==> src/shared/sts_pkg.sv <==
// constants, command and bank-state types shared by the command issuer and the bank state logic
// assumes one clock mclk at 10 MHz and an asynchronous active-high reset rst
// Notes on behaviour
// - after activate, non-idle commands wait activation delay
// - burst stop no-op; no commands during activation
// - write recovery: column ok, others illegal
// - auto-precharge recovery: only idle commands, then idle
// - refresh: only idle commands until precharge period
// - mode load: only idle commands until delay
// - inputs sampled only on rising clock edge
// - legality judged by selected bank's own state; refresh and mode load need both banks idle
// - activate other bank after activate-to-activate delay
package sts_pkg;
    localparam int CLK_MHZ = 10;
    localparam int T_RCD_NS = 20;
    localparam int T_DPL_NS = 10;
    localparam int T_DAL_NS = 30;
    localparam int T_RP_NS = 20;
    localparam int T_MCD_CYC = 2;
    localparam int T_RRD_NS = 12;
    localparam int CYC_NS = 1000 / CLK_MHZ;
    localparam int RCD_CYC = (T_RCD_NS + CYC_NS - 1) / CYC_NS > 0 ? (T_RCD_NS + CYC_NS - 1) / CYC_NS : 1;
    localparam int DPL_CYC = (T_DPL_NS + CYC_NS - 1) / CYC_NS > 0 ? (T_DPL_NS + CYC_NS - 1) / CYC_NS : 1;
    localparam int DAL_CYC = (T_DAL_NS + CYC_NS - 1) / CYC_NS > 0 ? (T_DAL_NS + CYC_NS - 1) / CYC_NS : 1;
    localparam int RP_CYC = (T_RP_NS + CYC_NS - 1) / CYC_NS > 0 ? (T_RP_NS + CYC_NS - 1) / CYC_NS : 1;
    localparam int RRD_CYC = (T_RRD_NS + CYC_NS - 1) / CYC_NS > 0 ? (T_RRD_NS + CYC_NS - 1) / CYC_NS : 1;
    localparam int CNT_W = 4;
    localparam logic [CNT_W-1:0] CNT_ZERO = 4'h0;
    localparam logic [CNT_W-1:0] CNT_ONE = 4'h1;

    // command code is {chip_select_n, row_strobe_n, column_strobe_n, write_strobe_n}
    typedef enum logic [2:0] {
        STS_CMD_DESEL, STS_CMD_NOP, STS_CMD_BST, STS_CMD_READ,
        STS_CMD_WRITE, STS_CMD_ACT, STS_CMD_PRE, STS_CMD_REF_MODE
    } sts_cmd_e;

    typedef enum logic [3:0] {
        STS_IDLE, STS_ACTIVATING, STS_ROW_ACTIVE, STS_WRITE_RECOV,
        STS_WRITE_RECOV_AP, STS_REFRESH, STS_MODE_LOAD
    } sts_state_e;

    localparam int NUM_BANKS = 2;

    function automatic logic [3:0] sts_encode(input logic [2:0] op);
        unique case (op)
            3'h0: sts_encode = 4'h8; // deselect
            3'h1: sts_encode = 4'h7; // no-op HHH
            3'h2: sts_encode = 4'h6; // burst stop HHL
            3'h3: sts_encode = 4'h5; // read HLH
            3'h4: sts_encode = 4'h4; // write HLL
            3'h5: sts_encode = 4'h3; // activate LHH
            3'h6: sts_encode = 4'h2; // precharge LHL
            default: sts_encode = 4'h1; // refresh LLH
        endcase
    endfunction
endpackage
==> src/shared/sts_if.sv <==
// command pins between the memory controller and the bank state logic
// assumes both ends share mclk
`timescale 1ns/1ps
interface sts_if;
    logic       chip_select_n;
    logic       row_strobe_n;
    logic       column_strobe_n;
    logic       write_strobe_n;
    logic       bank_select_bit;
    logic       auto_precharge;
    modport ctrl (output chip_select_n, output row_strobe_n, output column_strobe_n,
                  output write_strobe_n, output bank_select_bit, output auto_precharge);
    modport dev  (input chip_select_n, input row_strobe_n, input column_strobe_n,
                  input write_strobe_n, input bank_select_bit, input auto_precharge);
endinterface

==> src/core/sts_bank_fsm.sv <==
// bank state logic of the two-bank memory: transient states and command legality
// assumes the controller drives the pins from mclk; commands other than refresh and mode load are judged per bank
`timescale 1ns/1ps
module sts_bank_fsm
    import sts_pkg::*;
(
    input  wire logic         mclk,
    input  wire logic         rst,
    sts_if.dev                pins,
    input  wire logic         burst_done,
    output logic [7:0]        bank_state,
    output logic              cmd_illegal,
    output logic              cmd_accepted
);
    typedef struct packed {
        sts_state_e [NUM_BANKS-1:0]            st;
        logic [NUM_BANKS-1:0][CNT_W-1:0]       cnt;
        logic                                  illegal;
        logic                                  accepted;
    } sts_dev_s;

    sts_dev_s s_r, s_nxt;
    logic [3:0] code;
    logic       b;
    logic       mode_cmd;

    assign code = {pins.chip_select_n, pins.row_strobe_n, pins.column_strobe_n, pins.write_strobe_n};
    assign b = pins.bank_select_bit;
    assign mode_cmd = (code == 4'h0);

    always_comb begin
        s_nxt = s_r;
        s_nxt.illegal = 1'b0;
        s_nxt.accepted = 1'b0;
        // timers run per bank; a finished wait moves the bank on
        for (int i = 0; i < NUM_BANKS; i++) begin
            if (s_r.cnt[i] != CNT_ZERO) begin
                s_nxt.cnt[i] = s_r.cnt[i] - CNT_ONE;
            end
            if (s_r.cnt[i] == CNT_ONE) begin
                unique case (s_r.st[i])
                    STS_ACTIVATING, STS_WRITE_RECOV: s_nxt.st[i] = STS_ROW_ACTIVE;
                    STS_WRITE_RECOV_AP, STS_REFRESH, STS_MODE_LOAD: s_nxt.st[i] = STS_IDLE;
                    default: s_nxt.st[i] = s_r.st[i];
                endcase
            end
        end
        // a write burst ending in a row-active bank starts write recovery
        if (burst_done && s_r.st[b] == STS_ROW_ACTIVE) begin
            s_nxt.st[b] = pins.auto_precharge ? STS_WRITE_RECOV_AP : STS_WRITE_RECOV;
            s_nxt.cnt[b] = pins.auto_precharge ? 4'(DAL_CYC) : 4'(DPL_CYC);
        end
        // commands sampled on this edge only decode
        if (!pins.chip_select_n && code != 4'h7 && code != 4'h6) begin
            // refresh and mode load act on the device, so both banks must permit them
            if (code == 4'h1 || mode_cmd) begin
                if (s_r.st[0] == STS_IDLE && s_r.st[1] == STS_IDLE) begin
                    s_nxt.accepted = 1'b1;
                    for (int i = 0; i < NUM_BANKS; i++) begin
                        s_nxt.st[i] = mode_cmd ? STS_MODE_LOAD : STS_REFRESH;
                        s_nxt.cnt[i] = mode_cmd ? 4'(T_MCD_CYC) : 4'(RP_CYC);
                    end
                end else begin
                    s_nxt.illegal = 1'b1;
                end
            end else begin
                unique case (s_r.st[b])
                    STS_IDLE: begin
                        if (code == 4'h3) begin
                            s_nxt.st[b] = STS_ACTIVATING;
                            s_nxt.cnt[b] = 4'(RCD_CYC);
                            s_nxt.accepted = 1'b1;
                        end else begin
                            s_nxt.illegal = (code != 4'h2);
                            s_nxt.accepted = (code == 4'h2);
                        end
                    end
                    STS_ROW_ACTIVE: begin
                        s_nxt.accepted = 1'b1;
                        if (code == 4'h2) begin
                            s_nxt.st[b] = STS_IDLE;
                        end else if (code == 4'h3) begin
                            s_nxt.illegal = 1'b1;
                            s_nxt.accepted = 1'b0;
                        end
                    end
                    STS_WRITE_RECOV: begin
                        if (code == 4'h5 || code == 4'h4) begin
                            s_nxt.st[b] = STS_ROW_ACTIVE; // read starts or write restarts at once
                            s_nxt.cnt[b] = CNT_ZERO;
                            s_nxt.accepted = 1'b1;
                        end else begin
                            s_nxt.illegal = 1'b1;
                        end
                    end
                    default: s_nxt.illegal = 1'b1; // busy bank refuses all
                endcase
            end
        end
    end

    always_ff @(posedge mclk or posedge rst) begin
        if (rst) begin
            s_r <= '0;
        end else begin
            s_r <= s_nxt;
        end
    end

    assign bank_state = {s_r.st[1], s_r.st[0]};
    assign cmd_illegal = s_r.illegal;
    assign cmd_accepted = s_r.accepted;
endmodule // sts_bank_fsm

==> src/flat_wrapper.sv <==
// flat-port wrapper written by rule: the top's interface ports become plain ports
module sts_bank_fsm_flat import sts_pkg::*;
  (mclk, rst, burst_done, bank_state, cmd_illegal, cmd_accepted, pins_chip_select_n, pins_row_strobe_n, pins_column_strobe_n, pins_write_strobe_n, pins_bank_select_bit, pins_auto_precharge);
  sts_if pins_i ();
  input  wire logic mclk;
  input  wire logic rst;
  input  wire logic burst_done;
  output logic [7:0] bank_state;
  output logic cmd_illegal;
  output logic cmd_accepted;
  input wire logic [$bits(pins_i.chip_select_n)-1:0] pins_chip_select_n;
  input wire logic [$bits(pins_i.row_strobe_n)-1:0] pins_row_strobe_n;
  input wire logic [$bits(pins_i.column_strobe_n)-1:0] pins_column_strobe_n;
  input wire logic [$bits(pins_i.write_strobe_n)-1:0] pins_write_strobe_n;
  input wire logic [$bits(pins_i.bank_select_bit)-1:0] pins_bank_select_bit;
  input wire logic [$bits(pins_i.auto_precharge)-1:0] pins_auto_precharge;
  assign pins_i.chip_select_n = pins_chip_select_n;
  assign pins_i.row_strobe_n = pins_row_strobe_n;
  assign pins_i.column_strobe_n = pins_column_strobe_n;
  assign pins_i.write_strobe_n = pins_write_strobe_n;
  assign pins_i.bank_select_bit = pins_bank_select_bit;
  assign pins_i.auto_precharge = pins_auto_precharge;
  sts_bank_fsm u_core (.mclk(mclk), .rst(rst), .pins(pins_i), .burst_done(burst_done), .bank_state(bank_state), .cmd_illegal(cmd_illegal), .cmd_accepted(cmd_accepted));
endmodule
==> config.mk <==
export PLATFORM = sky130hd
export DESIGN_NAME = sts_bank_fsm_flat
export DESIGN_NICKNAME = d
export VERILOG_FILES = /design/src/shared/sts_pkg.sv /design/src/shared/sts_if.sv /design/src/core/sts_bank_fsm.sv /design/src/flat_wrapper.sv
export SDC_FILE = /design/constraint.sdc
export NUM_CORES = 1
export LEC_CHECK = 0
export ABC_AREA = 0
export BUFFER_PORTS_ARGS = -buffer_cell sky130_fd_sc_hd__buf_2
export CAP_MARGIN = 10
export CORE_UTILIZATION = 52
export CTS_CLUSTER_SIZE = 16
export DETAILED_ROUTE_END_ITERATION = 10
export PLACE_DENSITY = 0.75
export SYNTH_ARGS = -nofsm -noshare
export SYNTH_HDL_FRONTEND = slang
export SYNTH_SLANG_ARGS = --single-unit
==> constraint.sdc <==
create_clock -name mclk -period 1.7 [get_ports mclk]
set_input_delay 0 -clock mclk [delete_from_list [all_inputs] [get_ports mclk]]
set_output_delay 0 -clock mclk [all_outputs]
set_load 0.01 [all_outputs]
---- Yosys cells after proc, flatten, opt, wreduce, memory -nomap -nowiden ----
Cells that the tools add are included.
operators by class
  $add $sub $neg .......................... 2
  magnitude comparators ................... 2
  equal/unequal tests ..................... 22
  mux-type cells .......................... 33
  bitwise logic cells ..................... 13
  reductions and logical operators ........ 18
operator list
  operator                                                             number
  16-bit 2-to-1 mux                                                    4
  18-bit 2-to-1 mux                                                    2
  4-bit by 3-bit == test with 1-bit output (second input constant)     8
  4-bit 2-to-1 mux                                                     7
  6-bit AND                                                            4
  4-bit by 2-bit == test with 1-bit output (second input constant)     6
  8-bit one-hot mux with 3 select lines                                1
  4-bit by 1-bit == test with 1-bit output (second input constant)     5
  8-bit AND                                                            2
  4-bit logical NOT                                                    4
  4-bit one-hot mux with 2 select lines                                2
  8-bit one-hot mux with 2 select lines                                1
  6-bit inverter                                                       2
  8-bit bitwise mux                                                    1
  2-bit 2-to-1 mux                                                     4
  8-bit 2-to-1 mux                                                     1
  4-bit by 3-bit != test with 1-bit output (second input constant)     2
  8-bit inverter                                                       1
  2-bit OR                                                             4
  4-bit nonzero test                                                   2
  4-bit by 1-bit subtractor with 4-bit output (second input constant)  2
  1-bit 2-to-1 mux                                                     6
  1-bit one-hot mux with 3 select lines                                2
  3-bit OR reduction                                                   2
  other kinds (9)                                                      15
word-level totals
  bits in registers ....................... 18
  input port bits ......................... 9
  output and inout port bits .............. 10
  word-level logic and storage cells ...... 96

---- Logic depth before layout (Yosys ltp) ----
  depth after elaboration ................. 12
  gate-level depth with buffers ........... 7

---- Least setup slack after synthesis ----
No wires, ideal clock.
  kind .................................... register to register
  start point ............................. reg u_core.s_r[3] (netlist name)
  end point ............................... reg u_core.s_r, in the netlist u_core.bank_state[1]
  library setup time ...................... 0.126 ns
  data arrival time ....................... 1.675 ns
  data required time ...................... 1.574 ns
  path slack .............................. -0.101 ns
  cell stages (with the launch flop) ...... 8
  buffers on the path ..................... 0
  clock period less this slack ............ 1.801 ns
  cell sequence ........................... dfrtp_1 inv_1 ha_1 or4b_4 o21a_1 a21oi_2 a21oi_1 o32a_1
RTL lines
  what                      RTL line             RTL
  start: declaration        sts_bank_fsm.sv:22   sts_dev_s s_r, s_nxt;
  start signal: assignment  sts_bank_fsm.sv:106  s_r <= s_nxt;

==> impl_results.md <==
- Final Cycle Share: 111.9%
- RSZ-0062 raised after global routing: yes
- Net switching power: 0.001319 W
- Area of the multi-input gates: 0.001092 mm^2
- Max_cap viols: 0
- Fin. max-slew vios: 0
- Leak Pwr: 0.9295 nW
- IO buf count: 18
- Sequential power share: 24.1%
- Cell row count: 19
- Clock network power share: 8.8%
- DR pass1 iterations: 7
- Mapped Area: 0.001600 mm^2
- Vias: 1649
- Post-Synth Simple-Gate Area: 29.09%
- Initial antenna violation count: 0
- Yosys reg bits: 18
- Most frequent cells after synthesis: dfrtp_1 (18), nand2_1 (16), inv_1 (12)
- Syn Area/Cell: 8.841 um^2
- Net Sw Frac: 43.12%
- Post-route DRC: 1
- Fill cells: 209
- Syn nets: 194
- Overall Global Routing Usage: 29.77%
- Largest family of logic cells by synthesized area: simple AND/OR/NAND/NOR gates
- Synth warn: 0
- Final WS setup: -0.2031 ns
- Count leader, synth: dfrtp_1
- Clock Skew: 0.005320 ns
- Wire length of the first global-routing pass: 7.493 mm
- Grt ovf: 0
- Endpoint arrival time on the critical path: 2.09 ns
- Failing checks: DRC, setup timing
- Final antenna-violating net count: 0
- Post-Route Utilization: 73.42%
- Gate power share: 67.0%
- Post-synthesis mux area share: 1.876%
- Mapped Cells: 181
- Nets: 240
- Post-DP HPWL: 3.214 mm
- Levels on crit path: 7
- Area leader, netlist: dfrtp_1
- Distinct cell type count after synthesis: 65
- Delay-heaviest family, CP: compound AO/OA/AOI/OAI gates
- Post-detailed-route wirelength per cell: 17.88 um
- Status: complete, but fails checks
- Initial Util: 56.57%
- CP most frequent cell: a21oi_2
- WP data required: 1.88 ns
- Top-area cell type share of the netlist area: 28.15%
- Routability Congestion: 0.9966
- Slowest stage delay, CP: 0.46 ns
- CP Capture Type: flip-flop
- Final Hold Viols: 0
- Clock Path Buffers: 2
- Cell Chain, Critical Path: inv_2 > ha_4 > or4b_4 > o21a_1 > a21oi_2 > a21oi_2 > o32a_1
- I/O pins: 19
- Layout cells sized above 1: 43.81%
- Hold depth: 3
- Worst-Skew Late Latency: 0.29 ns
- Async SR Flop Fraction: 100.0%
- Post-Synth Adder-Cell Area: 3.753%
- DP Worst Slack: -0.1942 ns
- EDFF count, synth: 0
- Clk root buf: clkbuf_4
- CTS tree: built
- Final TNS setup: -0.6082 ns
- Min Tclk post-route: 1.903 ns
- Clock transition at path regs: 0.11 ns
- Worst-margin pin slew: 0.6898 ns
- Area Growth Syn to Fin: 29.79%
- Number of global-route vias before repair: 1628
- Crit path launch type: flip-flop
- Routed WL: 4.596 mm
- Rel. slew slack: 53.96%
- Compound-Gate Fraction of Synth Area: 22.67%
- N_diodes: 0
- Int Pwr: 0.001740 W
- Buf/Inv on CP: 1
- Top cells by area, synth: dfrtp_1 (28%), buf_4 (5.2%), nand2_1 (3.8%), a21oi_1 (3.4%), ha_1 (3.1%)
- Crit-path slowest cell: or4b_4
- Register area: 450.4 um^2
- Cell Pwr Density: 1473 mW/mm^2
- Worst Path Max Fanout: 2
- Initial drt markers: 155
- Core Area: 0.002829 mm^2
- Final setup viols: 7
- R2R cell count: 7
- Via density: 6.416
- Fmax: 525.5 MHz
- Die area: 0.003303 mm^2
- Total CTS buffers: 3
- Worst hold path type: input port to flip-flop
- Crit Path Class: flip-flop to flip-flop
- Die X: 57.48 um
- H-tree Lvls: 1
- Sequential share of the synthesized area: 28.15%
- Pin count of the biggest net entering global routing: 19
- Main synth FF type: dfrtp_1
- VDD IR max: 0.8965 mV
- Die Y: 57.48 um
- Clock sinks: 18
- Xor/xnor cell area share of the yosys netlist: 2.737%
layout by cell type, fill, tap and decap left out, drive strengths merged, types with 2 or more instances in the layout:
master,count
a31oi,2
or4,2
o21bai,2
dlygate4sd3,2
a21o,2
buf,57
nor3,12
ha,4
a21oi,12
and3,2
mux2i,3
a32oi,2
clkbuf,4
xnor2,4
a22oi,2
or3b,3
o21ai,5
o32ai,2
and2,2
dfrtp,18
nand2b,3
or3,5
nor2,12
inv,12
o221ai,2
o22ai,3
nor3b,4
a221oi,2
nand2,16
metrics by stage:
step	cell area, um^2	power [W]	hold slack (ns)	cells
2_1_floorplan	1609	0.001934	-0.06143	181
3_3_place_gp	1858	0.002398	0.1286	247
3_5_place_dp	1858	0.002465	0.1376	247
4_1_cts	2036	0.002940	0.01772	258
5_1_grt	2077	0.003277	0.04783	257
6_report	2077	0.003059	0.03722	257
registers in the layout, indices dropped and copies added, names as in the netlist:
register	cells
u_core.bank_state	8
u_core.s_r	8
u_core.cmd_accepted	1
u_core.cmd_illegal	1
worst reg2reg max path, stage by stage (launching register included):
cell and delay [ns]:
dfrtp_1 0.42, inv_2 0.09, ha_4 0.11, or4b_4 0.46, o21a_1 0.20, a21oi_2 0.16
a21oi_2 0.04, o32a_1 0.33
area by class of cell:
type                    count  share of cell area, %
multi-input cells         133                  52.59
flip-flops and latches     18                  21.69
repair buffers             59                  19.94
inverters                  12                  2.169
well taps                  31                  1.867
clock buffers               4                  1.747
routing by layer:
layer / vias to the layer above / part of all wire, % / GRT usage [%]
met5: - / 0 / 0
met4: 0 / 2.0 / 13.59
met3: 8 / 8.9 / 3.855
met2: 97 / 50 / 47.84
met1: 793 / 39 / 39.97
li1: 751 / - / -
path summary, 6_finish.rpt:
| kind | startpoint | to | slack, ns |
|---|---|---|---|
| hold / removal | burst_done | u_core.bank_state[4] | 0.04 |
| hold reg to reg | u_core.bank_state[7] | u_core.bank_state[7] | 0.55 |
| setup / recovery | u_core.s_r[3] | u_core.bank_state[1] | -0.20 |
| min in group asynchronous | rst | u_core.bank_state[7] | 0.34 |
| max in group asynchronous | rst | u_core.bank_state[0] | 0.93 |
| setup reg to reg | u_core.s_r[3] | u_core.bank_state[1] | -0.20 |
kinds of logic (layout without fill, tap and decap cells):
| logic type | count (synthesis) | after routing |
|---|---|---|
| buf+inv | 30 | 75 |
| flops | 18 | 18 |
| fa+ha+maj | 5 | 5 |
| compound gates | 49 | 49 |
| xor+xnor | 5 | 5 |
| simple gates | 71 | 71 |
| mux | 3 | 3 |
power by group through the flow:
stage / registers [W] / logic [W] / clock network, W
3_3_place_gp: 0.000717 / 0.00168 / 0
3_5_place_dp: 0.000722 / 0.00174 / 0
2_1_floorplan: 0.000725 / 0.00121 / 0
6_report: 0.000738 / 0.00205 / 0.000270
4_1_cts: 0.000727 / 0.00193 / 0.000286
5_1_grt: 0.000752 / 0.00223 / 0.000296
timing repair:
| item | in CTS | in global routing |
|---|---|---|
| endpoints found under the setup margin | 15 | 15 |
| gates resized for setup | 19 | 10 |
| setup buffers | 5 | 0 |
| pin swaps | 9 | 6 |
| hold buffers | 2 | 0 |
| hold endpoints to repair | 19 | 0 |
| gates cloned | 0 | 0 |
Note: power is estimated with default switching activity, not from simulation.
